`src/pzm_pkg.sv`:
```
// package of register map and mode constants for the pin-zero mode block
package pzm_pkg;
  localparam logic [11:0] ADDR_SELECT_LO = 12'h0E0;
  localparam logic [11:0] ADDR_SELECT_HI = 12'h0E1;
  localparam logic [11:0] ADDR_CONFIG = 12'h0E2;
  localparam logic [11:0] ADDR_OUT_VALUE = 12'h0EF;
  localparam logic [11:0] ADDR_IN_STATUS = 12'h140;
  localparam int MODE_W = 3;
  localparam int OFFSET_W = 7;
  localparam int PAGE_W = 4;
  localparam int BITPOS_W = 3;
  localparam logic [7:0] CONFIG_RESET = 8'h00;
  localparam logic [15:0] SELECT_RESET = 16'h0000;
  localparam logic [7:0] OUT_RESET = 8'h00;
  localparam logic [7:0] SELECT_HI_MASK = 8'h7F;
  localparam logic [7:0] SELECT_LO_MASK = 8'h7F;
  localparam logic [7:0] CONFIG_WMASK = 8'h07;
  localparam logic [7:0] OUT_WMASK = 8'h01;
  localparam int BITPOS_LSB = 4;
  typedef enum logic [2:0] {
    PZM_MODE_INPUT = 3'h0,
    PZM_MODE_OUTPUT = 3'h1,
    PZM_MODE_CONTROL = 3'h2,
    PZM_MODE_STATUS = 3'h3
  } pzm_mode_t;
endpackage

```
`src/pzm_pin_sync.sv`:
```
// two-flop synchroniser for the pin input level
`timescale 1ns/1ps
module pzm_pin_sync (
  input wire logic clk_i,
  input wire logic rstn_i,
  input wire logic d_i,
  output logic q_o
);
  logic meta_q;
  logic meta_d;
  logic q_d;
  always_comb begin
    meta_d = d_i;
    q_d = meta_q;
  end
  always_ff @(posedge clk_i) begin
    if (!rstn_i) begin
      meta_q <= 1'b0;
      q_o <= 1'b0;
    end else begin
      meta_q <= meta_d;
      q_o <= q_d;
    end
  end
endmodule

```
`src/pzm_pin_zero.sv`:
```
// mode control for general-purpose pin zero with its register port
//
// Overview of operation
// - the pin mode comes from bits 2:0 of the config register; bits 7:3 are reserved.
// - mode 000 makes the pin an input reported in bit 0 of the input-status register.
// - mode 001 drives the pin from bit 0 of the output-value register.
// - mode 010 lets the pin steer the host register bit picked by the selector.
// - in control mode the function follows any change of pin or selected bit.
// - in control mode the applied value is the OR of pin level and selected bit.
// - mode 011 drives the pin as a mirror of the selected host register bit.
// - the selector holds page 11:8, offset 6:0 and bit position 14:12.
//
// Our own choices: strobed register access and the register offsets.
`timescale 1ns/1ps
module pzm_pin_zero (
  input wire logic clk_i,
  input wire logic rstn_i,
  input wire logic [11:0] addr_i,
  input wire logic [7:0] wdata_i,
  input wire logic wr_i,
  input wire logic rd_i,
  output logic [7:0] rdata_o,
  input wire logic pin_zero_i,
  output logic pin_zero_o,
  output logic pin_zero_oe_o,
  output logic [3:0] host_page_o,
  output logic [6:0] host_offset_o,
  output logic [2:0] host_bitpos_o,
  input wire logic host_bit_i,
  output logic ctrl_active_o,
  output logic ctrl_value_o,
  output logic ctrl_update_o
);
  //////////////////////////////////////////////////////////////////////////////
  // address decode; one hit per mapped byte, a write enable for all but input status; a read and a write can share a cycle
  logic hit_sel_hi;
  logic hit_sel_lo;
  logic hit_cfg;
  logic hit_out;
  logic hit_in;
  logic we_sel_hi;
  logic we_sel_lo;
  logic we_cfg;
  logic we_out;

  always_comb begin
    // big-endian pair: the lower address holds the upper selector byte
    hit_sel_hi = addr_i == pzm_pkg::ADDR_SELECT_LO;
    hit_sel_lo = addr_i == pzm_pkg::ADDR_SELECT_HI;
    hit_cfg = addr_i == pzm_pkg::ADDR_CONFIG;
    hit_out = addr_i == pzm_pkg::ADDR_OUT_VALUE;
    hit_in = addr_i == pzm_pkg::ADDR_IN_STATUS;
    we_sel_hi = wr_i && hit_sel_hi;
    we_sel_lo = wr_i && hit_sel_lo;
    we_cfg = wr_i && hit_cfg;
    we_out = wr_i && hit_out;
  end

  //////////////////////////////////////////////////////////////////////////////
  // software registers; masks keep reserved bits at zero whatever is written
  logic [7:0] sel_lo_q;
  logic [7:0] sel_hi_q;
  logic [7:0] cfg_q;
  logic [7:0] out_q;

  // selector low byte carries the offset, reserved bit 7 masked
  pzm_reg8 #(
    .RESET_VAL(pzm_pkg::SELECT_RESET[7:0]),
    .WMASK(pzm_pkg::SELECT_LO_MASK)
  ) u_sel_lo (
    .clk_i(clk_i),
    .rstn_i(rstn_i),
    .we_i(we_sel_lo),
    .wdata_i(wdata_i),
    .q_o(sel_lo_q)
  );

  // selector high byte holds bit position and page, reserved bit 15 masked
  pzm_reg8 #(
    .RESET_VAL(pzm_pkg::SELECT_RESET[15:8]),
    .WMASK(pzm_pkg::SELECT_HI_MASK)
  ) u_sel_hi (
    .clk_i(clk_i),
    .rstn_i(rstn_i),
    .we_i(we_sel_hi),
    .wdata_i(wdata_i),
    .q_o(sel_hi_q)
  );

  // only the mode field is stored; the reserved bits cannot hold a value
  pzm_reg8 #(
    .RESET_VAL(pzm_pkg::CONFIG_RESET),
    .WMASK(pzm_pkg::CONFIG_WMASK)
  ) u_cfg (
    .clk_i(clk_i),
    .rstn_i(rstn_i),
    .we_i(we_cfg),
    .wdata_i(wdata_i),
    .q_o(cfg_q)
  );

  pzm_reg8 #(
    .RESET_VAL(pzm_pkg::OUT_RESET),
    .WMASK(pzm_pkg::OUT_WMASK)
  ) u_out (
    .clk_i(clk_i),
    .rstn_i(rstn_i),
    .we_i(we_out),
    .wdata_i(wdata_i),
    .q_o(out_q)
  );

  //////////////////////////////////////////////////////////////////////////////
  // pin level; two flops keep a slow outside edge from going metastable inside
  logic pin_s;

  pzm_pin_sync u_sync (
    .clk_i(clk_i),
    .rstn_i(rstn_i),
    .d_i(pin_zero_i),
    .q_o(pin_s)
  );

  //////////////////////////////////////////////////////////////////////////////
  // selector fields out to the host register map
  always_comb begin
    host_offset_o = sel_lo_q[pzm_pkg::OFFSET_W-1:0];
    host_page_o = sel_hi_q[pzm_pkg::PAGE_W-1:0];
    host_bitpos_o = sel_hi_q[pzm_pkg::BITPOS_LSB+:pzm_pkg::BITPOS_W];
  end

  //////////////////////////////////////////////////////////////////////////////
  // mode decode; undefined codes fall back to input so the pad stays released
  logic [pzm_pkg::MODE_W-1:0] mode_field;
  pzm_pkg::pzm_mode_t mode;
  logic is_input;
  logic is_control;

  always_comb begin
    mode_field = cfg_q[pzm_pkg::MODE_W-1:0];
    case (mode_field)
      pzm_pkg::PZM_MODE_OUTPUT: mode = pzm_pkg::PZM_MODE_OUTPUT;
      pzm_pkg::PZM_MODE_CONTROL: mode = pzm_pkg::PZM_MODE_CONTROL;
      pzm_pkg::PZM_MODE_STATUS: mode = pzm_pkg::PZM_MODE_STATUS;
      default: mode = pzm_pkg::PZM_MODE_INPUT;
    endcase
  end

  always_comb begin
    is_input = mode == pzm_pkg::PZM_MODE_INPUT;
    is_control = mode == pzm_pkg::PZM_MODE_CONTROL;
  end

  //////////////////////////////////////////////////////////////////////////////
  // pad drive is registered so a mode change never glitches the pin
  logic pin_d;
  logic oe_d;
  logic pin_q;
  logic oe_q;

  always_comb begin
    pin_d = 1'b0;
    oe_d = 1'b0;
    case (mode)
      pzm_pkg::PZM_MODE_OUTPUT: begin
        pin_d = out_q[0];
        oe_d = 1'b1;
      end
      pzm_pkg::PZM_MODE_STATUS: begin
        pin_d = host_bit_i;
        oe_d = 1'b1;
      end
      default: begin
        // input and control leave the pin to the outside circuit
        pin_d = 1'b0;
        oe_d = 1'b0;
      end
    endcase
  end

  always_ff @(posedge clk_i) begin
    if (!rstn_i) begin
      pin_q <= 1'b0;
      oe_q <= 1'b0;
    end else begin
      pin_q <= pin_d;
      oe_q <= oe_d;
    end
  end

  //////////////////////////////////////////////////////////////////////////////
  // last seen level of both control sources, tracked in every mode
  logic host_d;
  logic host_q;
  logic pinl_d;
  logic pinl_q;

  always_comb begin
    host_d = host_bit_i;
    pinl_d = pin_s;
  end

  always_ff @(posedge clk_i) begin
    if (!rstn_i) begin
      host_q <= 1'b0;
      pinl_q <= 1'b0;
    end else begin
      host_q <= host_d;
      pinl_q <= pinl_d;
    end
  end

  //////////////////////////////////////////////////////////////////////////////
  // control path; a badly chosen target bit is not caught here, software owns that
  logic src_change;
  logic cact_d;
  logic cval_d;
  logic upd_d;
  logic cact_q;
  logic cval_q;
  logic upd_q;

  always_comb begin
    src_change = pin_s != pinl_q || host_bit_i != host_q;
    cact_d = 1'b0;
    cval_d = cval_q;
    upd_d = 1'b0;
    if (is_control) begin
      cact_d = 1'b1;
      cval_d = pin_s | host_bit_i;
      // entry to control counts as a change so the value is applied at once
      upd_d = !cact_q || src_change;
    end
  end

  always_ff @(posedge clk_i) begin
    if (!rstn_i) begin
      cact_q <= 1'b0;
      cval_q <= 1'b0;
      upd_q <= 1'b0;
    end else begin
      cact_q <= cact_d;
      cval_q <= cval_d;
      upd_q <= upd_d;
    end
  end

  //////////////////////////////////////////////////////////////////////////////
  // pad and control outputs straight from their flops
  always_comb begin
    pin_zero_o = pin_q;
    pin_zero_oe_o = oe_q;
    ctrl_active_o = cact_q;
    ctrl_value_o = cval_q;
    ctrl_update_o = upd_q;
  end

  //////////////////////////////////////////////////////////////////////////////
  // read port; unmapped addresses read zero
  logic in_status;
  logic [7:0] rdata_d;
  logic [7:0] rdata_q;

  always_comb begin
    // input level shown only in input mode, else held at zero
    in_status = pin_s & is_input;
  end

  always_comb begin
    rdata_d = 8'h00;
    if (rd_i) begin
      if (hit_sel_hi) begin
        rdata_d = sel_hi_q;
      end else if (hit_sel_lo) begin
        rdata_d = sel_lo_q;
      end else if (hit_cfg) begin
        rdata_d = cfg_q;
      end else if (hit_out) begin
        rdata_d = out_q;
      end else if (hit_in) begin
        rdata_d = {7'h00, in_status};
      end
    end
  end

  always_ff @(posedge clk_i) begin
    if (!rstn_i) begin
      rdata_q <= 8'h00;
    end else begin
      rdata_q <= rdata_d;
    end
  end

  always_comb begin
    rdata_o = rdata_q;
  end
endmodule

```
`src/pzm_reg8.sv`:
```
// one software-written byte register with a writable-bit mask
`timescale 1ns/1ps
module pzm_reg8 #(
  parameter logic [7:0] RESET_VAL = 8'h00,
  parameter logic [7:0] WMASK = 8'hFF
) (
  input wire logic clk_i,
  input wire logic rstn_i,
  input wire logic we_i,
  input wire logic [7:0] wdata_i,
  output logic [7:0] q_o
);
  logic [7:0] q_d;
  always_comb begin
    q_d = q_o;
    if (we_i) begin
      q_d = wdata_i & WMASK;
    end
  end
  always_ff @(posedge clk_i) begin
    if (!rstn_i) begin
      q_o <= RESET_VAL;
    end else begin
      q_o <= q_d;
    end
  end
endmodule
```
`config.mk`:
```
export PLATFORM = sky130hd
export DESIGN_NAME = pzm_pin_zero
export DESIGN_NICKNAME = d
export VERILOG_FILES = /design/src/pzm_pkg.sv /design/src/pzm_pin_sync.sv /design/src/pzm_pin_zero.sv /design/src/pzm_reg8.sv
export SDC_FILE = /design/constraint.sdc
export NUM_CORES = 1
export LEC_CHECK = 0
export ABC_AREA = 0
export BUFFER_PORTS_ARGS = -buffer_cell sky130_fd_sc_hd__buf_2
export CAP_MARGIN = 25
export CELL_PAD_IN_SITES_DETAIL_PLACEMENT = 1
export CELL_PAD_IN_SITES_GLOBAL_PLACEMENT = 1
export CORE_UTILIZATION = 35
export CTS_BUF_LIST = sky130_fd_sc_hd__clkbuf_8
export DETAILED_ROUTE_END_ITERATION = 16
export PLACE_DENSITY_LB_ADDON = 0.3
export SYNTH_ARGS = -nofsm -noshare
export SYNTH_HDL_FRONTEND = slang
export SYNTH_HIERARCHICAL = 1
export SYNTH_SLANG_ARGS = --single-unit
export TNS_END_PERCENT = 1
```
`constraint.sdc`:
```
create_clock -name clk_i -period 2.3 [get_ports clk_i]
set_input_delay 0.69 -clock clk_i [delete_from_list [all_inputs] [get_ports clk_i]]
set_output_delay 0.69 -clock clk_i [all_outputs]
set_load 0.005 [all_outputs]
```
# Word level (Yosys, flattened, before mapping)
# Index checks and enable logic that the tools add are counted.
classes:
  n_eq_ne: 13
  muxes: 9
  bitwise_logic: 3
  reduce_logical: 12
op_table:
  columns: ["operator", "n"]
  rows:
  - ["equality test 12 x 8 -> 1 bit, second input constant", 4]
  - ["2-to-1 mux 7 bit", 2]
  - ["equality test 12 x 9 -> 1 bit, second input constant", 1]
  - ["equality test 3 x 2 -> 1 bit, second input constant", 4]
  - ["equality test 3 x 1 -> 1 bit, second input constant", 2]
  - ["one-hot mux 2 bit (3 select lines)", 1]
  - ["OR reduction 5 bit", 1]
  - ["logical AND 1 bit", 4]
  - ["2-to-1 mux 1 bit", 4]
  - ["AND reduction 2 bit", 2]
  - ["zero test 3 bit", 1]
  - ["2-to-1 mux 3 bit", 1]
  - ["logical OR 1 bit", 2]
  - ["!= test 1 bit", 2]
  - ["one-hot mux 1 bit (2 select lines)", 1]
  - ["OR reduction 2 bit", 1]
  - ["AND 1 bit", 1]
  - ["zero test 1 bit", 1]
  - ["inverter 1 bit", 1]
  - ["bitwise OR 1 bit", 1]
word_totals:
  regBits: 35
  in_bits: 26
  output_inout_bits: 27
  elab_cells: 52

# Logic depth before layout (Yosys ltp)
# Gate-level depths: netlist of the first run.
depth:
  ltp_word: 9
  mapped_depth: 7
  ltp_nobuf: 5

# By module
# The synthesis of the first run kept the hierarchy.
modules_own_cells:
  columns: ["mod", "instances", "cells_each", "area_each_um2", "seq_area_each_um2"]
  rows:
  - ["pzm_pin_zero", 1, 102, 849.6, 300.3]
  - ["pzm_reg8 (u_sel_hi ...)", 2, 24, 276.5, 140.1]
  - ["pzm_reg8 (u_cfg)", 1, 15, 150.1, 60.1]
  - ["pzm_reg8 (u_out)", 1, 11, 92.6, 20.0]
  - ["pzm_pin_sync", 1, 4, 52.6, 40.0]

# Least setup slack after synthesis of the first run
# No wires, ideal clock.
synth_path:
  kind: "input-to-reg"
  from: "in addr_i[4]"
  to: "reg u_sel_lo.q_o[0]"
  setup_ns: 0.116
  arrival_ns: 2.135
  required_ns: 2.184
  slack_ns: 0.049
  path_stages: 7
  n_path_buf: 2
  path_cell_list: "or4b_4 nor3_2 buf_2 and4b_1 buf_6 mux2i_1 nor2b_1"
synth_via:
  elab_chain_cells: 2
synth_rtl:
  columns: ["item", "line", "rtl"]
  rows:
  - ["start: declaration", "pzm_pin_zero.sv:18", "input wire logic [11:0] addr_i,"]
  - ["equality test 12 x 8 -> 1 bit", "pzm_pin_zero.sv:49", "hit_sel_lo = addr_i == pzm_pkg::ADDR_SELECT_HI;"]
  - ["logical AND 1 bit", "pzm_pin_zero.sv:54", "we_sel_lo = wr_i && hit_sel_lo;"]
  - ["net we_sel_lo", "pzm_pin_zero.sv:42", "logic we_sel_lo;"]
  - ["end signal: assignment", "pzm_reg8.sv:24", "q_o <= q_d;"]
  - ["end: declaration", "pzm_reg8.sv:11", "output logic [7:0] q_o"]
# The timed path passes the listed nets, and every way through them passes these cells.
# A chain may end at the register's enable or synchronous reset.

# Worst setup path after layout of the first run
layout_path:
  from: "in addr_i[4]"
  to: "reg u_sel_lo.q_o[4]"
# Same word-level chain as after synthesis.

==> results.yml, run 1 <==
place:
  dp_hpwl_um: 3030
  portBuffers: 51
  gp_congestion: 0.765
yosys:
  synth_edf_count: 0
  ys_types: 33
  synth_top_area_share_pct: 41.3
  synth_top_area_cell: "dfxtp_1"
  synthSimpleGateAreaFrac_pct: 25.1
  synthCells: 180
  synth_compound_area_share_pct: 9.36
  synthArstFlopShare_pct: 0
  ys_warn_count: 6
  syn-cell-area_mm2: 0.00170
  yosysSeqAreaShare_pct: 41.3
  avgSynthCellArea_um2: 9.43
  synth_area_leaders: "dfxtp_1, mux2i_1, nor2b_1, buf_4, a32oi_1"
  synthFlopType: "dfxtp_1"
  synth_top_family_by_area: "simple AND/OR/NAND/NOR gates"
  synth-seq-cells: 35
  synth_adder_area_share_pct: 0
  synthXorXnorAreaFrac_pct: 1.03
  synth.area.mux_share_pct: 11.8
pwr:
  p_clk_share_pct: 41.3
  p_per_area_mw_per_mm2: 560
  internal_power_uw: 914
  p_sw_share_pct: 22.1
  p_switching_uw: 259
  comb_power_share_pct: 6.7
  seq_power_share_pct: 52.0
  ir_drop_mv: 0.205
  power.leakage_uw: 0.000924
routing:
  post_drt_via_cell_ratio: 4.85
  dr.pass1.iters: 4
  ant_nets: 0
  drt_iter0_drc: 35
  routed_wl_um: 4060
  drc_errors: 0
  post_drt_wl_per_cell_um: 13.9
  vias: 1417
run:
  cap_violations: 0
sta:
  rsz0062_at_grt: "no"
  setup_violations: 0
  fin_crit_sh_pct: 91.1
  fin_skew_ns: 0.00956
  maxSlewViolCount: 0
  timing.fmax_mhz: 477
  hold_viol_final: 0
  period_minus_slack_ns: 2.09
  whs_ns: 0.439
clock_tree:
  cts_buffers: 5
  ctsHoldBuffers: 0
  clk_pin_slew_ns: 0.06
  cts_tree: "built"
  cts_sinks: 35
  root_buffer: "clkbuf_8"
  cts_buffer_depth: 2
  postCtsResizedCells: 0
  clk_latency_ns: 0.29
  cts_setup_buffers: 0
  htreeDepth: 2
floorplan:
  rows: 24
  die_area_mm2: 0.00513
  core_area_mm2: 0.00450
  ioPinCount: 53
  die-width_um: 71.7
  start_util_pct: 37.7
  die_y_um: 71.7
setup_path:
  reg2reg_slack_ns: 1.04
  reg2reg_to: "rdata_o[0]"
  worst-path-buf-inv: 2
  cpLargestDelayFamily: "simple AND/OR/NAND/NOR gates"
  r2r_start: "u_cfg/q_o[1]"
  critPathKind: "in2reg"
  worstPathMaxFanout: 5
  ff2ff_path_depth: 4
  required_ns: 2.47
  crit_path_top_delay_cell: "or4b_4"
  slowest_delay_ns: 0.55
  end_kind: "flop"
  crit_chain: "buf_2, or4b_4, nor3_2, and4b_1, buf_4, mux2i_1, nor2b_1"
  crit_cells: 7
  critPathArrivalTime_ns: 2.27
  cp-start-kind: "input pin"
finish:
  most-common-layout-cells: "buf_2, dfxtp_1, mux2i_1"
  final_core_util_pct: 46.6
  drive_gt1_share_pct: 30.4
  synthToLayoutAreaGrowth_pct: 23.5
  final_common_cell: "buf_2"
  antenna_cells: 0
  fillers: 547
  finalNetCount: 265
grt:
  grt_pass1_wl_um: 6700
  grt_antenna_before_repair: 0
  track_usage_pct: 17.3
  grt_max_degree: 19
  overflow: 0
  grt_pass1_vias: 1388
min_path:
  worstHoldPathType: "reg2reg"
  whs_endpoint: "u_sync/q_o"
  whs_path_depth: 1
  worstHoldStart: "u_sync/meta_q"
status:
  status: "finished, final reports clean"
## per-stage QoR
step                total power, µW  std cells  TNS (ns)  instance area, µm²  setup WS, ns
finish                         1170        292         0                2100         0.205
floorplan                       676        190         0                1740        0.0492
detailed placement              703        284    -0.790                2000       -0.0860
CTS                            1190        292         0                2100         0.208
global route                   1230        292         0                2100         0.104
global placement                702        284    -0.669                2000       -0.0672
## metal layers
layer	share of wire, %	up-vias	track usage (%)	wire (µm)
li1	-	709	-	-
met1	49	659	23.0	1990
met2	43	43	26.5	1760
met3	6.1	6	4.92	249
met4	1.6	0	6.54	65
met5	0	-	0	0
## power by group through the flow
stage | Combinational (µW) | Clock (µW) | Sequential (µW)
CTS | 79.0 | 502 | 610
detailed placement | 78.9 | 0 | 624
floorplan | 52.3 | 0 | 624
global placement | 77.6 | 0 | 624
finish | 78.6 | 484 | 611
global route | 88.2 | 527 | 610
## how the worst max path moves through the flow
| stage | startpoint | endpoint | slack [ns] |
|---|---|---|---|
| floorplan | addr_i[4] | u_sel_lo/q_o[0] | 0.05 |
| CTS | addr_i[4] | u_sel_lo/q_o[4] | 0.21 |
| global placement | addr_i[4] | u_sel_hi/q_o[5] | -0.07 |
| finish | addr_i[4] | u_sel_lo/q_o[4] | 0.21 |
| detailed placement | addr_i[4] | u_sel_lo/q_o[4] | -0.09 |
| global route | addr_i[4] | u_sel_lo/q_o[4] | 0.10 |
## sequential cells by signal, indices dropped and copies added, names as in the netlist
register       flops
rdata_o            8
u_sel_hi/q_o       7
u_sel_lo/q_o       7
u_cfg/q_o          3
ctrl_active_o      1
ctrl_update_o      1
ctrl_value_o       1
host_q             1
pin_zero_o         1
pin_zero_oe_o      1
pinl_q             1
u_out/q_o          1
u_sync/meta_q      1
u_sync/q_o         1
## cells by family after synthesis
family          count (synthesis)
mux                            20
flops                          35
simple gates                   68
buf+inv                        29
other cells                     4
compound gates                 22
xor+xnor                        2
## synthesized netlist by cell type, types with 2 or more instances
| cell | n |
|---|---|
| and4b_1 | 3 |
| inv_1 | 8 |
| a32oi_1 | 7 |
| buf_2 | 2 |
| a22o_1 | 2 |
| o21ai_0 | 8 |
| conb_1 | 4 |
| dfxtp_1 | 35 |
| buf_4 | 14 |
| buf_6 | 2 |
| nor2b_1 | 19 |
| nor3_1 | 10 |
| nand2b_1 | 8 |
| nand2_1 | 4 |
| a31oi_1 | 2 |
| xnor2_1 | 2 |
| nor2_1 | 9 |
| and2_1 | 5 |
| mux2i_1 | 20 |
| clkbuf_1 | 3 |
## final cells by class
type                            count  area, µm²  share of cell area [%]
Multi-Input combinational cell    126        856                    40.8
Clock buffer                        7       96.3                    4.59
Clock inverter                      1       3.75                   0.179
Timing Repair Buffer               63        345                    16.5
Tap cell                           52       65.1                    3.10
Sequential cell                    35        701                    33.4
Inverter                            8       30.0                    1.43
(Power assumes the default switching activity.)
==> run 2, diff against run 1 <==
--- a/config.mk
+++ b/config.mk
@@ -13,7 +13,8 @@
 export CORE_UTILIZATION = 35
 export CTS_BUF_LIST = sky130_fd_sc_hd__clkbuf_8
 export DETAILED_ROUTE_END_ITERATION = 16
-export PLACE_DENSITY_LB_ADDON = 0.3
+export PLACE_DENSITY = 0.8
+export SKIP_LAST_GASP = 1
 export SYNTH_ARGS = -nofsm -noshare
 export SYNTH_HDL_FRONTEND = slang
 export SYNTH_HIERARCHICAL = 1
==> run 2 against run 1 <==
  * Combinational power up 2.7%
  * Critical path type unchanged
  * Register-to-register slack better by 0.02 ns
  * Routed wire length up 3.5%
  * Critical endpoint is now u_sel_lo/q_o[3]
  * Sequential share of layout area up 0.22 points
==> results.yml, run 2 (synthesis gave the netlist of run 1 again) <==
setup_path:
  cp-endpoint: "u_sel_lo/q_o[3]"
  critPathArrivalTime_ns: 2.34
  critPathKind: "in2reg"
  critPathLaunch: "addr_i[4]"
  reg2reg_to: "rdata_o[0]"
  ff2ff_path_depth: 4
  required_ns: 2.48
  reg2reg_slack_ns: 1.06
  worstPathMaxFanout: 5
  end_kind: "flop"
  cp-start-kind: "input pin"
  r2r_start: "u_cfg/q_o[1]"
finish:
  largest_reg_flops: 8
  finalNetCount: 264
  final_common_cell: "buf_2"
  drive_gt1_share_pct: 29.7
  fillers: 544
  synthToLayoutAreaGrowth_pct: 22.7
  most-common-layout-cells: "buf_2, dfxtp_1, mux2i_1"
  antenna_cells: 0
  final_core_util_pct: 46.3
pwr:
  p_clk_share_pct: 37.7
  p_per_area_mw_per_mm2: 533
  internal_power_uw: 849
  seq_power_share_pct: 55.0
  comb_power_share_pct: 7.3
  power.leakage_uw: 0.000916
  p_switching_uw: 261
  p_sw_share_pct: 23.5
  ir_drop_mv: 0.298
sta:
  rsz0062_at_grt: "no"
  whs_ns: 0.434
  fin_skew_ns: 0.00856
  maxSlewViolCount: 0
  period_minus_slack_ns: 2.16
  hold_viol_final: 0
  setup_violations: 0
  fin_crit_sh_pct: 93.9
  timing.fmax_mhz: 463
floorplan:
  core_area_mm2: 0.00450
  ioPinCount: 53
  start_util_pct: 37.7
  die_area_mm2: 0.00513
  rows: 24
  die_y_um: 71.7
  die-width_um: 71.7
place:
  gp_congestion: 0.709
  dp_hpwl_um: 3150
  portBuffers: 51
routing:
  dr.pass1.iters: 4
  ant_nets: 0
  vias: 1435
  post_drt_via_cell_ratio: 4.93
  routed_wl_um: 4210
  drc_errors: 0
  drt_iter0_drc: 35
  post_drt_wl_per_cell_um: 14.5
min_path:
  worstHoldPathType: "reg2reg"
run:
  cap_violations: 0
clock_tree:
  htreeDepth: 2
  cts_sinks: 35
  clk_latency_ns: 0.28
  postCtsResizedCells: 0
  cts_buffer_depth: 2
  cts_buffers: 5
  clk_pin_slew_ns: 0.07
  cts_setup_buffers: 0
  root_buffer: "clkbuf_8"
  cts_tree: "built"
  ctsHoldBuffers: 0
grt:
  grt_pass1_wl_um: 6760
  grt_pass1_vias: 1439
  grt_max_degree: 26
  grt_antenna_before_repair: 0
  track_usage_pct: 17.4
  overflow: 0
status:
  status: "finished, final reports clean"
-- run 2: cell count changes in the layout (fill, tap and decap cells not counted), sizes merged --
| cell | before | now |
|---|---|---|
| inv | 9 | 10 |
| clkinv | 0 | 1 |
| buf | 63 | 62 |
| clkbuf | 7 | 5 |
-- run 2: routing by layer --
metal  part of all wire (%)  vias to the layer above  global-route usage, %
met5                      0                        -                      0
met4                    1.4                        0                   7.63
met3                    4.1                        5                   3.52
met2                     50                       40                   30.0
met1                     45                      679                   20.9
li1                       -                      711                      -
-- run 2: cell type report --
type | instances | area [µm²] | area share, %
multi-input cells | 126 | 856 | 41.1
flip-flops and latches | 35 | 701 | 33.6
repair buffers | 62 | 350 | 16.8
clock buffers | 5 | 68.8 | 3.30
well taps | 52 | 65.1 | 3.12
inverters | 8 | 30.0 | 1.44
clock inverters | 3 | 12.5 | 0.601
-- run 2: critical path: stages --
cell and delay (ns):
buf_2 0.10, or4b_4 0.55, nor3_2 0.30, and4b_1 0.28, buf_4 0.15, mux2i_1 0.21
nor2b_1 0.06
-- run 2: worst min path at each step --
stage | start | endpoint | slack [ns] | cells after the start
detailed placement | u_sync/meta_q | u_sync/q_o | 0.43 | 1
floorplan | u_sync/meta_q | u_sync/q_o | 0.41 | 1
finish | u_sync/meta_q | u_sync/q_o | 0.43 | 1
global route | u_sync/meta_q | u_sync/q_o | 0.45 | 1
CTS | u_sync/meta_q | u_sync/q_o | 0.44 | 1
global placement | u_sync/meta_q | u_sync/q_o | 0.41 | 1
-- run 2: stage by stage --
stage | instances | power, µW | instance area, µm² | setup TNS (ns) | setup slack, ns
after detailed placement | 283 | 705 | 2000 | -1.62 | -0.127
after CTS | 291 | 1120 | 2080 | 0 | 0.145
after global routing | 291 | 1160 | 2080 | 0 | 0.0721
after global placement | 283 | 702 | 2000 | -0.400 | -0.0443
after floorplan | 190 | 676 | 1740 | 0 | 0.0492
final | 291 | 1110 | 2080 | 0 | 0.141
-- run 2: power groups by stage --
stage | Combinational, µW | Sequential, µW | Clock, µW
3_5_place_dp | 80.7 | 625 | 0
5_1_grt | 91.1 | 611 | 453
3_3_place_gp | 77.8 | 624 | 0
2_1_floorplan | 52.3 | 624 | 0
4_1_cts | 80.8 | 611 | 429
6_report | 80.7 | 611 | 418
